===== src/design/stc_defines.svh =====
/*
  Offsets, field positions, reset values and timing counts of the
  sixteen-bit timer/counter.
  Assumes it is included by bare name from the package and the design.
*/
`ifndef STC_DEFINES_SVH
`define STC_DEFINES_SVH

// ----------------------------------------------------------------------
// Register offsets on the plain register port.
// ----------------------------------------------------------------------
`define STC_ADDR_W          3
`define STC_OFS_COUNT_LO    3'h0
`define STC_OFS_COUNT_HI    3'h1
`define STC_OFS_CTRL        3'h2
`define STC_OFS_GATE        3'h3

// ----------------------------------------------------------------------
// Field positions.
// ----------------------------------------------------------------------
`define STC_GATE_LEVEL_BIT  2
`define STC_GATE_WR_MASK    8'hC1
`define STC_CTRL_WR_MASK    8'hFD

// ----------------------------------------------------------------------
// Reset values.
// ----------------------------------------------------------------------
`define STC_CTRL_RST        8'h00
`define STC_GATE_RST        8'h00
`define STC_COUNT_RST       16'h0000

// ----------------------------------------------------------------------
// Timing.
// ----------------------------------------------------------------------
`define STC_CLK_PERIOD_NS   40
`define STC_INSTR_DIV       4

`endif


===== src/design/stc_pkg.sv =====
/*
  Types shared by the timer/counter design: register layouts, the
  register port request and the clock-select codes.
  Assumes the defines header sits beside it.
*/
`include "stc_defines.svh"

package stc_pkg;

  // Count clock selection codes.
  typedef enum logic [1:0] {
    STC_CS_INSTR = 2'h0,
    STC_CS_SYS   = 2'h1,
    STC_CS_PIN   = 2'h2,
    STC_CS_SLOW  = 2'h3
  } stc_clk_sel_e;

  // Layout of counter_control_reg.
  typedef struct packed {
    stc_clk_sel_e count_clock_select;
    logic [1:0]   prescale;
    logic         secondary_osc_enable;
    logic         async_select;
    logic         unused;
    logic         counter_run_bit;
  } stc_ctrl_s;

  // Layout of gate_control_reg.
  typedef struct packed {
    logic       gate_enable_bit;
    logic       gate_polarity;
    logic [2:0] unused_hi;
    logic       gate_level;
    logic       unused_lo;
    logic       gate_source;
  } stc_gate_s;

  // One register port request.
  typedef struct packed {
    logic [`STC_ADDR_W-1:0] addr;
    logic [7:0]             wdata;
    logic                   wr;
    logic                   rd;
  } stc_bus_req_s;

endpackage : stc_pkg


===== src/design/stc_edge_sync.sv =====
/*
  Two-stage synchroniser with edge detection for one asynchronous input.
  Assumes clk_sys_in is the only clock and resetn_in is asynchronous.
*/
`timescale 1ns/1ps

module stc_edge_sync (
  input  wire logic clk_sys_in,
  input  wire logic resetn_in,
  input  wire logic async_in,
  output logic      level_out,
  output logic      rise_out,
  output logic      fall_out
);

  logic meta_r;
  logic sync_r;
  logic prev_r;

  // The first stage is read by the second stage only.
  always_ff @(posedge clk_sys_in or negedge resetn_in)
  begin
    if (!resetn_in)
    begin
      meta_r <= 1'b0;
      sync_r <= 1'b0;
      prev_r <= 1'b0;
    end
    else
    begin
      meta_r <= async_in;
      sync_r <= meta_r;
      prev_r <= sync_r;
    end
  end

  // Edge pulses last one cycle.
  assign level_out = sync_r;
  assign rise_out  = sync_r & ~prev_r;
  assign fall_out  = ~sync_r & prev_r;

endmodule : stc_edge_sync


===== src/design/stc_timer.sv =====
/*
  Sixteen-bit timer/counter with byte-wide register access, four count
  clock sources, a prescaler, a run bit and a count gate.
  Assumes one 25 MHz clock, an asynchronous active-low reset, and that
  the pins and the comparator outputs are asynchronous to the clock.
*/
`timescale 1ns/1ps

`include "stc_defines.svh"

module stc_timer #(
  parameter int COUNT_W = 16,
  parameter int PRESC_W = 2
) (
  input  wire logic                 clk_sys_in,
  input  wire logic                 resetn_in,
  input  wire stc_pkg::stc_bus_req_s bus_req_in,
  output logic [7:0]                rdata_out,
  input  wire logic                 external_count_input_in,
  input  wire logic                 gate_input_pin_in,
  input  wire logic                 comparator_in,
  input  wire logic                 slow_internal_oscillator_in,
  output logic [COUNT_W-1:0]        count_out,
  output logic                      overflow_out,
  output logic                      counting_out
);

  import stc_pkg::*;

  // ----------------------------------------------------------------------
  // Parameter checks.
  // ----------------------------------------------------------------------
  if (COUNT_W != 16)
  begin : g_bad_count_w
    $error("COUNT_W must be 16 for the byte pair access");
  end
  if (PRESC_W != 2)
  begin : g_bad_presc_w
    $error("PRESC_W must match the two-bit prescale field");
  end

  localparam int DIV_W = $clog2(`STC_INSTR_DIV);
  localparam int PCNT_W = (1 << PRESC_W) - 1;

  // Falling-edge arming states for counter mode.
  typedef enum logic [2:0] {
    ST_OFF   = 3'b001,
    ST_WAIT  = 3'b010,
    ST_ARMED = 3'b100
  } stc_arm_e;

  // ----------------------------------------------------------------------
  // Storage.
  // ----------------------------------------------------------------------
  logic [COUNT_W-1:0] count_r;
  logic [COUNT_W-1:0] count_nxt;
  logic [7:0]         ctrl_r;
  logic [7:0]         gate_r;
  logic [7:0]         rdata_r;
  logic [7:0]         rdata_nxt;
  logic [DIV_W-1:0]   div_r;
  logic [PCNT_W-1:0]  presc_r;
  logic [PCNT_W-1:0]  presc_nxt;
  logic               pin_rise_d_r;
  logic               ovf_r;
  stc_arm_e           arm_r;
  stc_arm_e           arm_nxt;

  // ----------------------------------------------------------------------
  // Input synchronisers.
  // ----------------------------------------------------------------------
  logic pin_level;
  logic pin_rise;
  logic pin_fall;
  logic gpin_level;
  logic cmp_level;
  logic slow_rise;

  // External count pin.
  stc_edge_sync u_pin_sync (
    .clk_sys_in (clk_sys_in),
    .resetn_in  (resetn_in),
    .async_in   (external_count_input_in),
    .level_out  (pin_level),
    .rise_out   (pin_rise),
    .fall_out   (pin_fall)
  );

  // Gate pin.
  stc_edge_sync u_gate_sync (
    .clk_sys_in (clk_sys_in),
    .resetn_in  (resetn_in),
    .async_in   (gate_input_pin_in),
    .level_out  (gpin_level),
    .rise_out   (),
    .fall_out   ()
  );

  // Comparator output used as a gate source.
  stc_edge_sync u_cmp_sync (
    .clk_sys_in (clk_sys_in),
    .resetn_in  (resetn_in),
    .async_in   (comparator_in),
    .level_out  (cmp_level),
    .rise_out   (),
    .fall_out   ()
  );

  // Slow internal oscillator, counted on its rising edges.
  stc_edge_sync u_slow_sync (
    .clk_sys_in (clk_sys_in),
    .resetn_in  (resetn_in),
    .async_in   (slow_internal_oscillator_in),
    .level_out  (),
    .rise_out   (slow_rise),
    .fall_out   ()
  );

  // ----------------------------------------------------------------------
  // Register decode.
  // ----------------------------------------------------------------------
  stc_ctrl_s ctrl;
  stc_gate_s gate;
  wire       wr_lo   = bus_req_in.wr && (bus_req_in.addr == `STC_OFS_COUNT_LO);
  wire       wr_hi   = bus_req_in.wr && (bus_req_in.addr == `STC_OFS_COUNT_HI);
  wire       wr_ctrl = bus_req_in.wr && (bus_req_in.addr == `STC_OFS_CTRL);
  wire       wr_gate = bus_req_in.wr && (bus_req_in.addr == `STC_OFS_GATE);
  wire       wr_cnt  = wr_lo | wr_hi;

  // The secondary oscillator bit is stored but the selector never looks at it.
  assign ctrl = stc_ctrl_s'(ctrl_r);
  assign gate = stc_gate_s'(gate_r);

  // ----------------------------------------------------------------------
  // Enable and gate.
  // ----------------------------------------------------------------------
  wire gate_src  = gate.gate_source ? cmp_level : gpin_level;
  wire gate_open = gate_src ^ gate.gate_polarity;
  wire run       = ctrl.counter_run_bit;

  // Off, always on, or counting only while the gate is open.
  wire count_en  = run & (~gate.gate_enable_bit | gate_open);

  // ----------------------------------------------------------------------
  // Count clock sources.
  // ----------------------------------------------------------------------
  wire instr_tick = (div_r == DIV_W'(`STC_INSTR_DIV - 1));
  wire pin_mode   = (ctrl.count_clock_select == STC_CS_PIN);

  // Synchronised mode takes the edge one aligning stage later.
  wire pin_edge   = ctrl.async_select ? pin_rise : pin_rise_d_r;

  // A pin rising edge counts only once a falling edge has armed it.
  wire pin_tick   = pin_edge & (arm_r == ST_ARMED);

  // Source tick picked by the two-bit selector.
  logic src_tick;
  always_comb
  begin
    case (ctrl.count_clock_select)
      STC_CS_SLOW:  src_tick = slow_rise;
      STC_CS_PIN:   src_tick = pin_tick;
      STC_CS_SYS:   src_tick = 1'b1;
      STC_CS_INSTR: src_tick = instr_tick;
      default:      src_tick = 1'b0;
    endcase
  end

  // ----------------------------------------------------------------------
  // Prescaler.
  // ----------------------------------------------------------------------
  wire [PCNT_W-1:0] presc_top = PCNT_W'((1 << ctrl.prescale) - 1);
  wire              gated_tick = src_tick & count_en;
  wire              presc_wrap = gated_tick & (presc_r >= presc_top);
  wire              inc        = presc_wrap;

  // Prescaler steps on each gated tick and restarts on wrap or count write.
  always_comb
  begin
    presc_nxt = presc_r;
    if (wr_cnt || !run)
      presc_nxt = '0;
    else if (presc_wrap)
      presc_nxt = '0;
    else if (gated_tick)
      presc_nxt = presc_r + PCNT_W'(1);
  end

  // ----------------------------------------------------------------------
  // Counter next value.
  // ----------------------------------------------------------------------
  wire [COUNT_W-1:0] count_inc = count_r + COUNT_W'(1);
  wire               wraps     = inc & (&count_r);

  // A byte write replaces its half at once and wins over an increment.
  always_comb
  begin
    count_nxt = count_r;
    if (wr_lo)
      count_nxt = {count_r[15:8], bus_req_in.wdata};
    else if (wr_hi)
      count_nxt = {bus_req_in.wdata, count_r[7:0]};
    else if (inc)
      count_nxt = count_inc;
  end

  // ----------------------------------------------------------------------
  // Falling-edge arming for counter mode.
  // ----------------------------------------------------------------------
  // Disable clears the arming and wins; a falling edge wins over a write.
  always_comb
  begin
    arm_nxt = arm_r;
    case (arm_r)
      ST_OFF:
        if (run && pin_fall)
          arm_nxt = ST_ARMED;
        else if (run)
          arm_nxt = ST_WAIT;
      ST_WAIT:
        if (!run)
          arm_nxt = ST_OFF;
        else if (pin_fall)
          arm_nxt = ST_ARMED;
      ST_ARMED:
        if (!run)
          arm_nxt = ST_OFF;
        else if (wr_cnt && !pin_fall)
          arm_nxt = ST_WAIT;
      default:
        arm_nxt = ST_OFF;
    endcase
  end

  // ----------------------------------------------------------------------
  // Read data.
  // ----------------------------------------------------------------------
  stc_gate_s gate_rd;
  always_comb
  begin
    gate_rd            = gate;
    gate_rd.unused_hi  = 3'h0;
    gate_rd.unused_lo  = 1'b0;
    gate_rd.gate_level = gate_src;
  end

  // Unmapped offsets read as zero.
  always_comb
  begin
    rdata_nxt = 8'h00;
    if (bus_req_in.rd)
    begin
      case (bus_req_in.addr)
        `STC_OFS_COUNT_LO: rdata_nxt = count_r[7:0];
        `STC_OFS_COUNT_HI: rdata_nxt = count_r[15:8];
        `STC_OFS_CTRL:     rdata_nxt = ctrl_r;
        `STC_OFS_GATE:     rdata_nxt = gate_rd;
        default:           rdata_nxt = 8'h00;
      endcase
    end
  end

  // ----------------------------------------------------------------------
  // Control registers.
  // ----------------------------------------------------------------------
  always_ff @(posedge clk_sys_in or negedge resetn_in)
  begin
    if (!resetn_in)
    begin
      ctrl_r <= `STC_CTRL_RST;
      gate_r <= `STC_GATE_RST;
    end
    else
    begin
      if (wr_ctrl)
        ctrl_r <= bus_req_in.wdata & `STC_CTRL_WR_MASK;
      if (wr_gate)
        gate_r <= bus_req_in.wdata & `STC_GATE_WR_MASK;
    end
  end

  // ----------------------------------------------------------------------
  // Counter, prescaler, divider and arming state.
  // ----------------------------------------------------------------------
  always_ff @(posedge clk_sys_in or negedge resetn_in)
  begin
    if (!resetn_in)
    begin
      count_r      <= `STC_COUNT_RST;
      presc_r      <= '0;
      div_r        <= '0;
      pin_rise_d_r <= 1'b0;
      arm_r        <= ST_OFF;
    end
    else
    begin
      count_r      <= count_nxt;
      presc_r      <= presc_nxt;
      div_r        <= div_r + DIV_W'(1);
      pin_rise_d_r <= pin_rise;
      arm_r        <= arm_nxt;
    end
  end

  // ----------------------------------------------------------------------
  // Outputs.
  // ----------------------------------------------------------------------
  always_ff @(posedge clk_sys_in or negedge resetn_in)
  begin
    if (!resetn_in)
    begin
      rdata_r <= 8'h00;
      ovf_r   <= 1'b0;
    end
    else
    begin
      rdata_r <= rdata_nxt;
      ovf_r   <= wraps & ~wr_cnt;
    end
  end

  // Read data stand for the one cycle after the read strobe.
  assign rdata_out    = rdata_r;
  assign count_out    = count_r;
  assign overflow_out = ovf_r;

  // Level showing that counting is enabled and, in pin mode, armed.
  assign counting_out = count_en & (~pin_mode | (arm_r == ST_ARMED));

endmodule : stc_timer


===== config.mk =====
export PLATFORM = sky130hd
export DESIGN_NAME = stc_timer
export DESIGN_NICKNAME = d
export VERILOG_FILES = /design/src/design/stc_pkg.sv /design/src/design/stc_edge_sync.sv /design/src/design/stc_timer.sv
export VERILOG_INCLUDE_DIRS = /design/src /design/src/design
export SDC_FILE = /design/constraint.sdc
export NUM_CORES = 1
export LEC_CHECK = 0
export CAP_MARGIN = 10
export CORE_MARGIN = 2
export CORE_UTILIZATION = 45
export DETAILED_ROUTE_END_ITERATION = 16
export DONT_BUFFER_PORTS = 1
export SLEW_MARGIN = 20
export SYNTH_ARGS = -nofsm -noshare
export SYNTH_HDL_FRONTEND = slang
export SYNTH_HIERARCHICAL = 1
export SYNTH_SLANG_ARGS = --single-unit

===== constraint.sdc =====
create_clock -name clk_sys_in -period 3.2 [get_ports clk_sys_in]
set_clock_uncertainty 0.2 [all_clocks]
set_input_delay 0.96 -clock clk_sys_in [delete_from_list [all_inputs] [get_ports clk_sys_in]]
set_output_delay 0.96 -clock clk_sys_in [all_outputs]
set_load 0.02 [all_outputs]

### After elaboration in Yosys (flattened, before gate mapping)

Cells that the tools add are included.

* bits in registers: 54

* eq/ne operators: 14
* add/sub/neg operators: 4
* shift-type cells: 1
* reductions and logical operators: 18
* muxes and demuxes: 18
* bitwise operators: 21
* magnitude comparators: 1

Operators by type and width (number)
* 16-bit 2-to-1 mux: 2
* 8-bit one-hot mux with 4 select lines: 1
* 3-bit 2-to-1 mux: 9
* 16-bit by 1-bit adder with 16-bit output, second input constant: 1
* 8-bit 2-to-1 mux: 2
* 16-bit AND reduction: 1
* 1-bit bitwise AND: 10
* 3-bit by 2-bit equality test with 1-bit output, second input constant: 3
* 3-bit one-hot mux with 3 select lines: 1
* 1-bit inverter: 7
* 2-bit equality test, second input constant: 3
* 3-bit by 1-bit equality test with 1-bit output, second input constant: 2
* 1-bit logical AND: 6
* 3-bit != test, second input constant: 2
* 1-bit one-hot mux with 4 select lines: 1
* 2-bit AND reduction: 2
* 2-bit nonzero test: 2
* 3-bit by 1-bit adder with 3-bit output, second input constant: 1
* 3-bit equality test, second input constant: 1
* 3-bit greater-or-equal comparator: 1
* 3-bit zero test: 1
* 3-bit by 2-bit != test with 1-bit output, second input constant: 1
* 1-bit OR: 3
* 3-bit AND reduction: 1
* 11 further kinds: 13

### Depth between registers and ports, before layout

Gate-level depths: netlist of the first run.

* depth in word-level cells: 10
* gate-level depth with buffers: 9
* mapped depth without buffers: 8

### By module

Netlist of the first run, hierarchy kept.

Modules (own cells, without submodules)
* stc_timer: cells an instance 244, sequential area each 1102.3 sq um, area each 2409.8 sq um, times used 1
* stc_edge_sync: cells an instance 5, sequential area each 75.1 sq um, area each 90.1 sq um, times used 4

### Least setup slack after synthesis of the first run

Ideal clock, no wire load.

* path type: input-to-reg
* from: input bus_req_in[11] (netlist bit)
* to: register count_r[9] (netlist: count_out[9])
* stages on the path: 7
* slack: 711 ps
* arrival time: 2152 ps
* cell sequence: or2_2 nor3b_1 buf_2 or3_1 nor4_1 xnor2_1 a21oi_1

* longest elaborated chain between the ends: 4
* elaborated cells on any way between the ends: 8
* those cells by class: eq/ne: 1; mux: 1; bitwise: 1; reduce/logical: 5

Ends and longest elaborated chain
* start: declaration: line stc_timer.sv:17 `input wire stc_pkg::stc_bus_req_s bus_req_in,`
* 3-bit by 1-bit equality test with 1-bit output / 3-bit zero test (equally long branches)
* 1-bit logical AND, on equally long branches: line stc_timer.sv:125, stc_timer.sv:124
* 2-bit nonzero test (no source line) / 1-bit inverter (equally long branches)
* 2-bit AND reduction (no source line)
* end signal: assignment: line stc_timer.sv:289 `` count_r <= `STC_COUNT_RST; ``
* end signal: assignment: line stc_timer.sv:297 `count_r <= count_nxt;`
* end: declaration: line stc_timer.sv:55 `logic [COUNT_W-1:0] count_r;`

Several ways; a longest one is shown, not always the timed one. The select of a mux whose other input is x is not followed.
A chain may end at the register's enable or synchronous reset.

### Final worst setup path of the first run

* from: register gate_r[0] (netlist: gate[0])
* to: output counting_out

* longest elaborated chain between the ends: 5

Ends and longest elaborated chain
* start: declaration: line stc_timer.sv:58 `logic [7:0] gate_r;`
* start signal: assignment: line stc_timer.sv:271 `` gate_r <= `STC_GATE_RST; ``
* start signal: assignment: line stc_timer.sv:278 `` gate_r <= bus_req_in.wdata & `STC_GATE_WR_MASK; ``
* 1-bit 2-to-1 mux: line stc_timer.sv:137 `wire gate_src = gate.gate_source ? cmp_level : gpin_level;`
* 1-bit XOR: line stc_timer.sv:138 `wire gate_open = gate_src ^ gate.gate_polarity;`
* 1-bit OR: line stc_timer.sv:142 `wire count_en = run & (~gate.gate_enable_bit | gate_open);`
* 1-bit bitwise AND: line stc_timer.sv:142
* 1-bit bitwise AND: line stc_timer.sv:328 `assign counting_out = count_en & (~pin_mode | (arm_r == ST_ARMED));`
* end: declaration: line stc_timer.sv:25 `output logic counting_out`

Every way passes these cells.

==> run summary, run 1 <==
The floorplan step defined a die boundary enclosing 6590 sq um. The leakage dissipation is 1.18 nW, and the average via count per standard cell is 5.69. Synthesis produced a netlist with a net count of 282. Cells with a size suffix above 1 make up 11.6% of the layout. The core region is 5850 sq um.

Buffers inserted to repair hold after CTS numbered 0. The tools report the number of post-CTS setup repair buffers as 0. The repair_antennas step left the layout with diodes totalling 0.

The tools report the total setup violations reported at the end of the flow as 0. The required arrival time at the worst endpoint came out at 2.04 ns. In the final design database the tool counted 282 nets. The tree built by TritonCTS fans out to 54 sinks.

After global routing the overflow that remains totals 0. The layout overhead on the synthesized area came out at 6.67%. For the met1 usage in global routing, the log shows 28.6%. The violation count after the first detailed-routing iteration came out at 78. Clock-pin slew was measured on the worst setup and hold paths at 0.10 ns. The synthesized area divided by synthesized cell count is 10.4 sq um, and the detailed-router iteration count before antenna repair is 4. Global routing met2 resource utilization: 33.4%. Hold violation total from the final report: 0. The global routing stage identified its most utilized layer as met2. The peak fanout along the critical path came out at 3. The worst setup path is launched from a register. The run gives 0 as the initial antenna violation count. The routed design could run at a clock period as short as 2.73 ns. For this run, design rule violations remaining after detail routing come to 0.

At the pin with the least slew margin, the transition time is 0.560 ns. The I/O pin total was 45. Once detailed placement completed, the half-perimeter wirelength came to 4540 microns.

The pin count of the biggest net entering global routing was 55. The total power divided by cell area came out at 639 nW/um^2. Across all register-to-register paths, the minimum setup slack is 0.53 ns. The residual antenna-violating net count after detailed routing was 0. Yosys printed 6 warnings. The tools report the number of global-route vias before repair as 2,031. The placed instances occupy a cell area of 2750 sq um. In this run the cell area of the synthesized design comes to 2680 sq um. The tool flagged a number of max-cap violations equal to 0. The arrival time of data at the critical path endpoint came out at 1.57 ns. The setup path with the least slack is of type reg2out. The final critical path takes up 85.4% of the cycle. For this run, the top clock speed supported by timing is 366 MHz. The run finished with clean final reports. The count of pins over their slew limit was 0; the count of input and output buffers was 0.

Setup repair after global routing left no endpoint under its margin. In the final timing run, aggregate negative setup slack is 0 ns. Maximum vdd ir drop: 0.341 mV.

The worst setup path is captured at an output pin. In this run the vertical extent of the chip is 81.2 microns. The run gives 10,400 microns as the first-pass GRT wire length. The average routed wire per standard cell is 18.4 microns. The logs give 0.31 ns for the clock latency on the worst-skew pair and 1,894 for the detailed-route via count.

The tree is rooted in a clkbuf_8. The finished cells cover 2860 sq um. The final weighted congestion in routability-driven placement is 0.895, and the post-cts sizing count is 0.

In this run, CTS created clock tree buffers numbering 5. The path class of the tightest hold or removal check is in2async. The met3 usage is 6.22%. Headroom to the max-slew limit came out at 62.5%. The total global-route track usage is 21.3%. TritonCTS built the clock tree. The width of the die is 81.2 microns, and the maximum buffer depth of the clock tree is 2. The number of levels in the clock H-tree was 2; the starting density of the core was 45.8%. The routed wire length was 6120 microns; the gate count after technology mapping was 257. The number of placement rows was 28.
## worst paths after layout
path	startpoint	endpoint	depth (start not counted)
max	gate[0]	counting_out	3
min in group clk_sys_in	u_cmp_sync/meta_r	u_cmp_sync/level_out	0
min reg2reg	u_cmp_sync/meta_r	u_cmp_sync/level_out	0
max reg2reg	ctrl[5]	count_out[5]	8
min	resetn_in	count_out[14]	0
max in group asynchronous	resetn_in	arm_r[0]	0
## stage by stage
stage          instances  setup slack, ns  hold slack [ns]  utilization (%)  total power [mW]
6_report             333            0.468            0.134             48.9              1.83
5_1_grt              333            0.311            0.108             48.9              1.94
4_1_cts              333            0.438            0.126             48.9              1.84
3_5_place_dp         325            0.559            0.137             47.0              1.39
3_3_place_gp         325            0.619            0.134             47.0              1.38
2_1_floorplan        257            0.711            0.131                -              1.28
## power by group
part	internal [mW]	total, mW	switching, mW
logic	0.175	0.376	0.201
registers	0.791	0.996	0.205
clock network	0.234	0.455	0.222
total	1.20	1.83	0.627
## worst max-delay path, cell delays in order, from the launching register on
cell	delay [ns]
dfrtp_1	0.38
mux2i_1	0.26
mux2_2	0.41
o311a_1	0.22
## layout make-up
type / instances / area, sq um
repair buffers: 3 / 22.5
well taps: 75 / 93.8
multi-input cells: 181 / 1240
fillers: 536 / 2990
inverters: 12 / 45.0
clock buffers: 6 / 72.6
clock inverters: 2 / 37.5
flip-flops and latches: 54 / 1350
## layer usage
| layer | wire length (microns) | up-vias |
|---|---|---|
| met3 | 327 | 6 |
| met5 | 0 | - |
| met4 | 80 | 0 |
| li1 | - | 913 |
| met2 | 2910 | 43 |
| met1 | 2810 | 932 |
## cell usage in the layout, fill, tap and decap left out, drive strengths merged, types with 2 or more instances in the layout
cell and n:
a211oi 2, a21oi 13, buf 3, clkbuf 6, dfrtp 53, ha 6
inv 12, mux2 9, mux2i 13, nand2 24, nand2b 5, nand3 8
nor2 26, nor2b 6, nor3 2, nor3b 4, nor4 8, nor4b 2
o211ai 2, o21ai 10, o22a 3, o311ai 12, or2 5, xnor2 9
## registers in the layout, indices dropped and copies added (netlist names)
name and flops:
u_gate_sync/level_out 1, u_slow_sync/meta_r 1, ctrl 7, u_pin_sync/meta_r 1, presc_r 3, u_cmp_sync/level_out 1
u_slow_sync/prev_r 1, arm_r 3, div_r 2, u_gate_sync/meta_r 1, u_pin_sync/prev_r 1, rdata_out 8
gate 3, u_cmp_sync/meta_r 1, overflow_out 1, count_out 16, u_pin_sync/level_out 1, pin_rise_d_r 1
u_slow_sync/level_out 1
Note: power is estimated with default switching activity, not from simulation.
==> inputs of run 2 (changes only) <==
- CTS_BUF_LIST: unset -> sky130_fd_sc_hd__clkbuf_8
==> run summary, run 2 (synthesized netlist as in run 1, its figures left out) <==
The flow ran to the end, and the final reports show no timing, DRC or antenna violations. The die outline area was 6590 sq um; the total of hold buffers inserted after clock tree synthesis was 0. The I/O pin total is 45, and the routed wire length is 6120 microns. The clock period could shrink to 2.74 ns. For the number of global-route vias before repair, the log shows 2,031. The final design utilization was 48.9%; the starting density of the core was 45.8%. After the first detailed-routing iteration, the DRC count stood at 76.

Summed over all cells, the static leakage comes to 1.19 nW. The maximum buffer depth of the clock tree was 2. Residual antenna-violating net count after detailed routing: 0. The root buffer cell chosen for the clock tree is clkbuf_8. The required arrival time at the worst endpoint came out at 2.04 ns.

Together, buffers and inverters on the worst path number 0. The first detailed-routing pass ran for 4 iterations. Clock-pin slew was measured on the worst setup and hold paths at 0.10 ns.

Walking the worst path, the cells encountered are mux2i_1 > mux2_2 > o311a_1. The floorplan has 28 rows. In the layout the commonest cells are dfrtp_1, nor2_1, nand2_1. The average via count per standard cell works out to 5.69. The average routed wire per standard cell was 18.4 microns.

The final setup TNS is 0 ns. Entering global routing, the biggest net connects 55 pins. The region available for standard cell placement spans 5850 sq um. The critical path's largest stage delay works out to 0.41 ns. In this run the worst path has a maximum fanout of 3. For this design the ratio of total power to cell area is 638 nW/um^2. Relative to the synthesized area, the layout overhead comes to 6.67%. The vertical die dimension was 81.2 microns. The floorplan step set the die width to 81.2 microns. TritonCTS created 5 clock buffers.

STA classifies the critical path startpoint as a register. Setup repair after global routing left no endpoint under its margin. Setup violations remaining at the end of the flow were counted as 0. Type of the worst setup path: reg2out. The register with the most flip-flops in the layout has 16 of them. In the routed design, unresolved DRC markers number 0. The proportion of layout cells with a drive suffix above 1 came out at 11.6%. The min-delay analysis places its worst path in the category in2async. The number of antenna diodes in the final layout is 0. The final net count was 282; the total congestion overflow after global routing was 0. Fill cells in the final layout number 536. The logs give 0.341 mV for the maximum vdd ir drop and 63.3% for the worst slew slack as a fraction of its limit.

The detailed-route via count was 1,896. Across the run, the number of max-cap violations was 0. For the final weighted congestion in routability-driven placement, the log shows 0.895. Timing analysis after detailed placement gives a worst setup slack of 0.559 ns. The number of setup buffers added after CTS is 0.

Grouping stages by cell kind, the critical path spends the most delay in multiplexers. The most common cell after layout, fill and taps aside is dfrtp_1. For the total global-route track usage, the log shows 21.3%. At the pin with the least slew margin, the transition time is 0.550 ns. Estimated wirelength of the detail-placed design: 4540 microns. For the worst-skew pair, the clock arrives at the later sink with an insertion delay of 0.31 ns. The initial antenna violation count was 0.

Across all setup checks in the final design, the least slack found is 0.463 ns. The cell with the largest stage delay on the worst path is mux2_2. The first global-routing pass estimated 10,400 microns of wire. The tools report the count of pins over their slew limit as 0.

TritonCTS built the clock tree. The hold violation total from the final report is 0, and the post-route fraction of the period consumed by the critical path is 85.5%. In this run, post-CTS repair resized a total of 0 instances. In this run the number of H-tree levels came out at 2.

The clock sink count was 54. The endpoint type of the worst setup path is an output pin. STA puts the critical path data arrival time at 1.58 ns. The peak clock frequency supported by timing was 365 MHz.

The count of buffers added on input and output ports is 0.
[run 2: per-stage QoR]
stage               area [sq um]  power [mW]  hold WS, ns  std cells
finish                      2860        1.83        0.130        333
global route                2860        1.94        0.108        333
CTS                         2860        1.84        0.126        333
detailed placement          2750        1.39        0.137        325
global placement            2750        1.38        0.134        325
floorplan                   2680        1.28        0.131        257
[run 2: path summary, 6_finish.rpt]
kind / from / end / slack [ns] / depth (start not counted)
setup / recovery: gate[0] / counting_out / 0.46 / 3
hold / removal: resetn_in / count_out[14] / 0.13 / 0
setup reg to reg: ctrl[5] / count_out[5] / 0.54 / 8
hold reg to reg: u_cmp_sync/meta_r / u_cmp_sync/level_out / 0.16 / 0
max in group asynchronous: resetn_in / arm_r[0] / 2.50 / 0
min in group clk_sys_in: u_cmp_sync/meta_r / u_cmp_sync/level_out / 0.16 / 0
[run 2: cell type report]
cell class / count / area, sq um / share of cell area, %
clock buffer: 5 / 68.8 / 2.41
clock inverter: 3 / 41.3 / 1.44
inverter: 12 / 45.0 / 1.57
multi-input combinational: 181 / 1240 / 43.2
sequential: 54 / 1350 / 47.3
tap: 75 / 93.8 / 3.28
timing repair buffer: 3 / 22.5 / 0.787
[run 2: where the power goes]
group	switching [mW]	internal, mW
combinational	0.200	0.175
sequential	0.205	0.791
clock	0.224	0.230
total	0.629	1.20
[run 2: layer usage]
metal	track usage [%]	part of all wire, %	vias up
met3	6.22	5.1	7
met5	0	0	-
li1	-	-	914
met4	6.27	1.5	0
met2	33.4	47	41
met1	28.6	46	934
==> inputs of run 3 (changes only) <==
--- a/config.mk
+++ b/config.mk
@@ -19 +19,2 @@
 export SYNTH_SLANG_ARGS = --single-unit
+export TNS_END_PERCENT = 5
==> constraint.sdc (replaced) <==
create_clock -name clk_sys_in -period 3.2 [get_ports clk_sys_in]
set_clock_uncertainty 0.2 [all_clocks]
set_input_delay 0.16 -clock clk_sys_in [delete_from_list [all_inputs] [get_ports clk_sys_in]]
set_output_delay 0.16 -clock clk_sys_in [all_outputs]
set_load 0.02 [all_outputs]
==> run summary, run 3 (synthesized netlist as in run 1, its figures left out) <==
Final design utilization: 52.2%. The worst-margin pin slew came out at 0.806 ns. The proportion of layout cells with a drive suffix above 1 was 10.9%; the estimated wirelength of the detail-placed design was 4410 microns.

The total global-route track usage is 21.5%. In the routed layout, each cell is associated on average with a via count of 5.72. The global routing's busiest layer was met2.

The tools report the met3 usage as 6.22%. The clock drives 54 sinks. The logs give 0 for the count of max-cap constraint violations and 10,500 microns for the first-pass GRT wire length. The I/O pin total is 45, and the routed wire length is 6340 microns. For this design the static power due to leakage is 1.27 nW. The library cell used most frequently in the layout, excluding fill and tap cells, is dfrtp_1. The run finished with clean final reports.

After detailed routing, the number of remaining DRC violations is 0. Clock-pin slew was measured on the worst setup and hold paths at 0.10 ns. The average routed wire per standard cell was 18.1 microns; the fill cell total of the finished layout was 529.

Summing all flip-flop and latch instances after layout gives 1350 sq um. In this run the worst setup path begins at ctrl[5]. The tools report the number of global-route vias before repair as 2,016. Counting the buffers created by CTS gives 5. VDD sags by at most 0.318 mV. TritonCTS built the clock tree. Overall power consumption after layout is estimated at 1.81 mW.

The run gives 46.1% as the worst slew slack as a fraction of its limit. After floorplanning, the core was sized to cover 5850 sq um. In this run the horizontal extent of the chip is 81.2 microns. For the total congestion overflow after global routing, the log shows 0. For this run, global-route usage on met2 was measured as 34.6%. Hold violation total from the final report: 0. The clock latency on the worst-skew pair was 0.30 ns; the count of antenna diodes in the layout was 0. The detailed-router iteration count before antenna repair was 4; the number of post-CTS setup repair buffers was 0. The run gives 0 as the initial antenna violation count. The met1 usage in global routing was 28.7%.

The root buffer cell chosen for the clock tree is clkbuf_8. The tools report the final net count as 300. Detailed routing inserted a total of 2,007 vias.

The worst path in the final design needs a cycle of 2.73 ns, including I/O delays and setup. In the layout the commonest cells are dfrtp_1, nor2_1, nand2_1. The peak clock frequency supported by timing is 366 MHz.

The count of input and output buffers is 0. The first routing iteration left 99 violations. The run gives 0 as the count of pins over their slew limit.

Relative to the synthesized area, the layout overhead comes to 13.9%. Total power divided by cell area: 592 nW/um^2. The die outline area came out at 6590 sq um. The setup path with the least slack is of type reg2reg. The peak fanout along the critical path is 10.

After floorplanning, the core was divided into 28 placement rows. The worst hold path belongs to the class in2reg. For the worst setup path, the data required time is 3.18 ns. Setup violations remaining at the end of the flow were counted as 0.

The H-tree was split into 2 levels. The startpoint identified for the worst hold timing path is bus_req_in[10]. In this run the remaining antenna-violating nets after routing total 0. Dividing the final minimum period by the clock period gives 85.3%.

The maximum buffer depth of the clock tree came out at 2. For the starting density of the core, the log shows 45.8%. The congestion estimate from routability-driven global placement came to 0.811. For the pin count of the biggest net entering global routing, the log shows 55. The flip-flop count of the largest register, all copies and words added was 16; the arrival time of data at the critical path endpoint was 2.71 ns. Startpoint of the worst-slack reg-to-reg timing path: ctrl[5].

The tightest hold path in the finished design has a slack of 0.00873 ns. Setup repair after global routing left no endpoint under its margin. The area used by multi-input combinational logic is 1240 sq um, and the final setup TNS is 0 ns. The endpoint type of the worst setup path is a register. The vertical die dimension came out at 81.2 microns. The tools report the startpoint class of the critical path as a register.
-- run 3: critical path, cell delays in order, from the launching register on --
cell and delay (ns):
dfrtp_1 0.41, or2_2 0.31, ha_1 0.28, nor2b_1 0.04, o21ai_1 0.28, o21ai_2 0.20, nand3b_1 0.44, nor4_1 0.46
-- run 3: per-layer routing --
metal  part of all wire (%)  up-vias
met4                   0.93        0
met2                     48       57
met1                     44      995
met3                    6.7        4
li1                       -      951
met5                      0        -
-- run 3: worst paths after layout --
| kind | end | slack, ns | cells past startpoint |
|---|---|---|---|
| worst min register to register | u_slow_sync/level_out | 0.16 | 0 |
| max in group asynchronous | arm_r[0] | 2.37 | 2 |
| worst max register to register | overflow_out | 0.47 | 7 |
| worst max-delay path | overflow_out | 0.47 | 7 |
| min in group asynchronous | u_pin_sync/level_out | 0.16 | 2 |
| worst min-delay path | rdata_out[0] | 0.009 | 3 |
-- run 3: report_power, final --
| group | leakage (nW) | internal (mW) | switching [mW] | total [mW] |
|---|---|---|---|---|
| Combinational | 0.549 | 0.186 | 0.207 | 0.392 |
| Sequential | 0.665 | 0.790 | 0.216 | 1.01 |
| Clock | 0.0514 | 0.179 | 0.229 | 0.408 |
| Total | 1.27 | 1.15 | 0.652 | 1.81 |
-- run 3: area by class of cell --
type,count,share of cell area (%)
Inverter,12,1.48
Sequential cell,54,44.3
Tap cell,75,3.07
Multi-Input combinational cell,181,40.5
Timing Repair Buffer,21,7.38
Clock inverter,2,0.574
Clock buffer,6,2.70
-- run 3: through the flow --
stage               cells  area (sq um)  setup WS [ns]
finish                351          3050          0.469
CTS                   351          3050          0.456
global placement      323          2740          0.537
floorplan             257          2680          0.753
global route          351          3050          0.344
detailed placement    323          2740          0.482
-- run 3: timing repair --
item	in CTS	in global routing
hold endpoints to repair	95	0
hold buffers	20	0
setup endpoints to repair	0	0
gates resized for setup	0	0
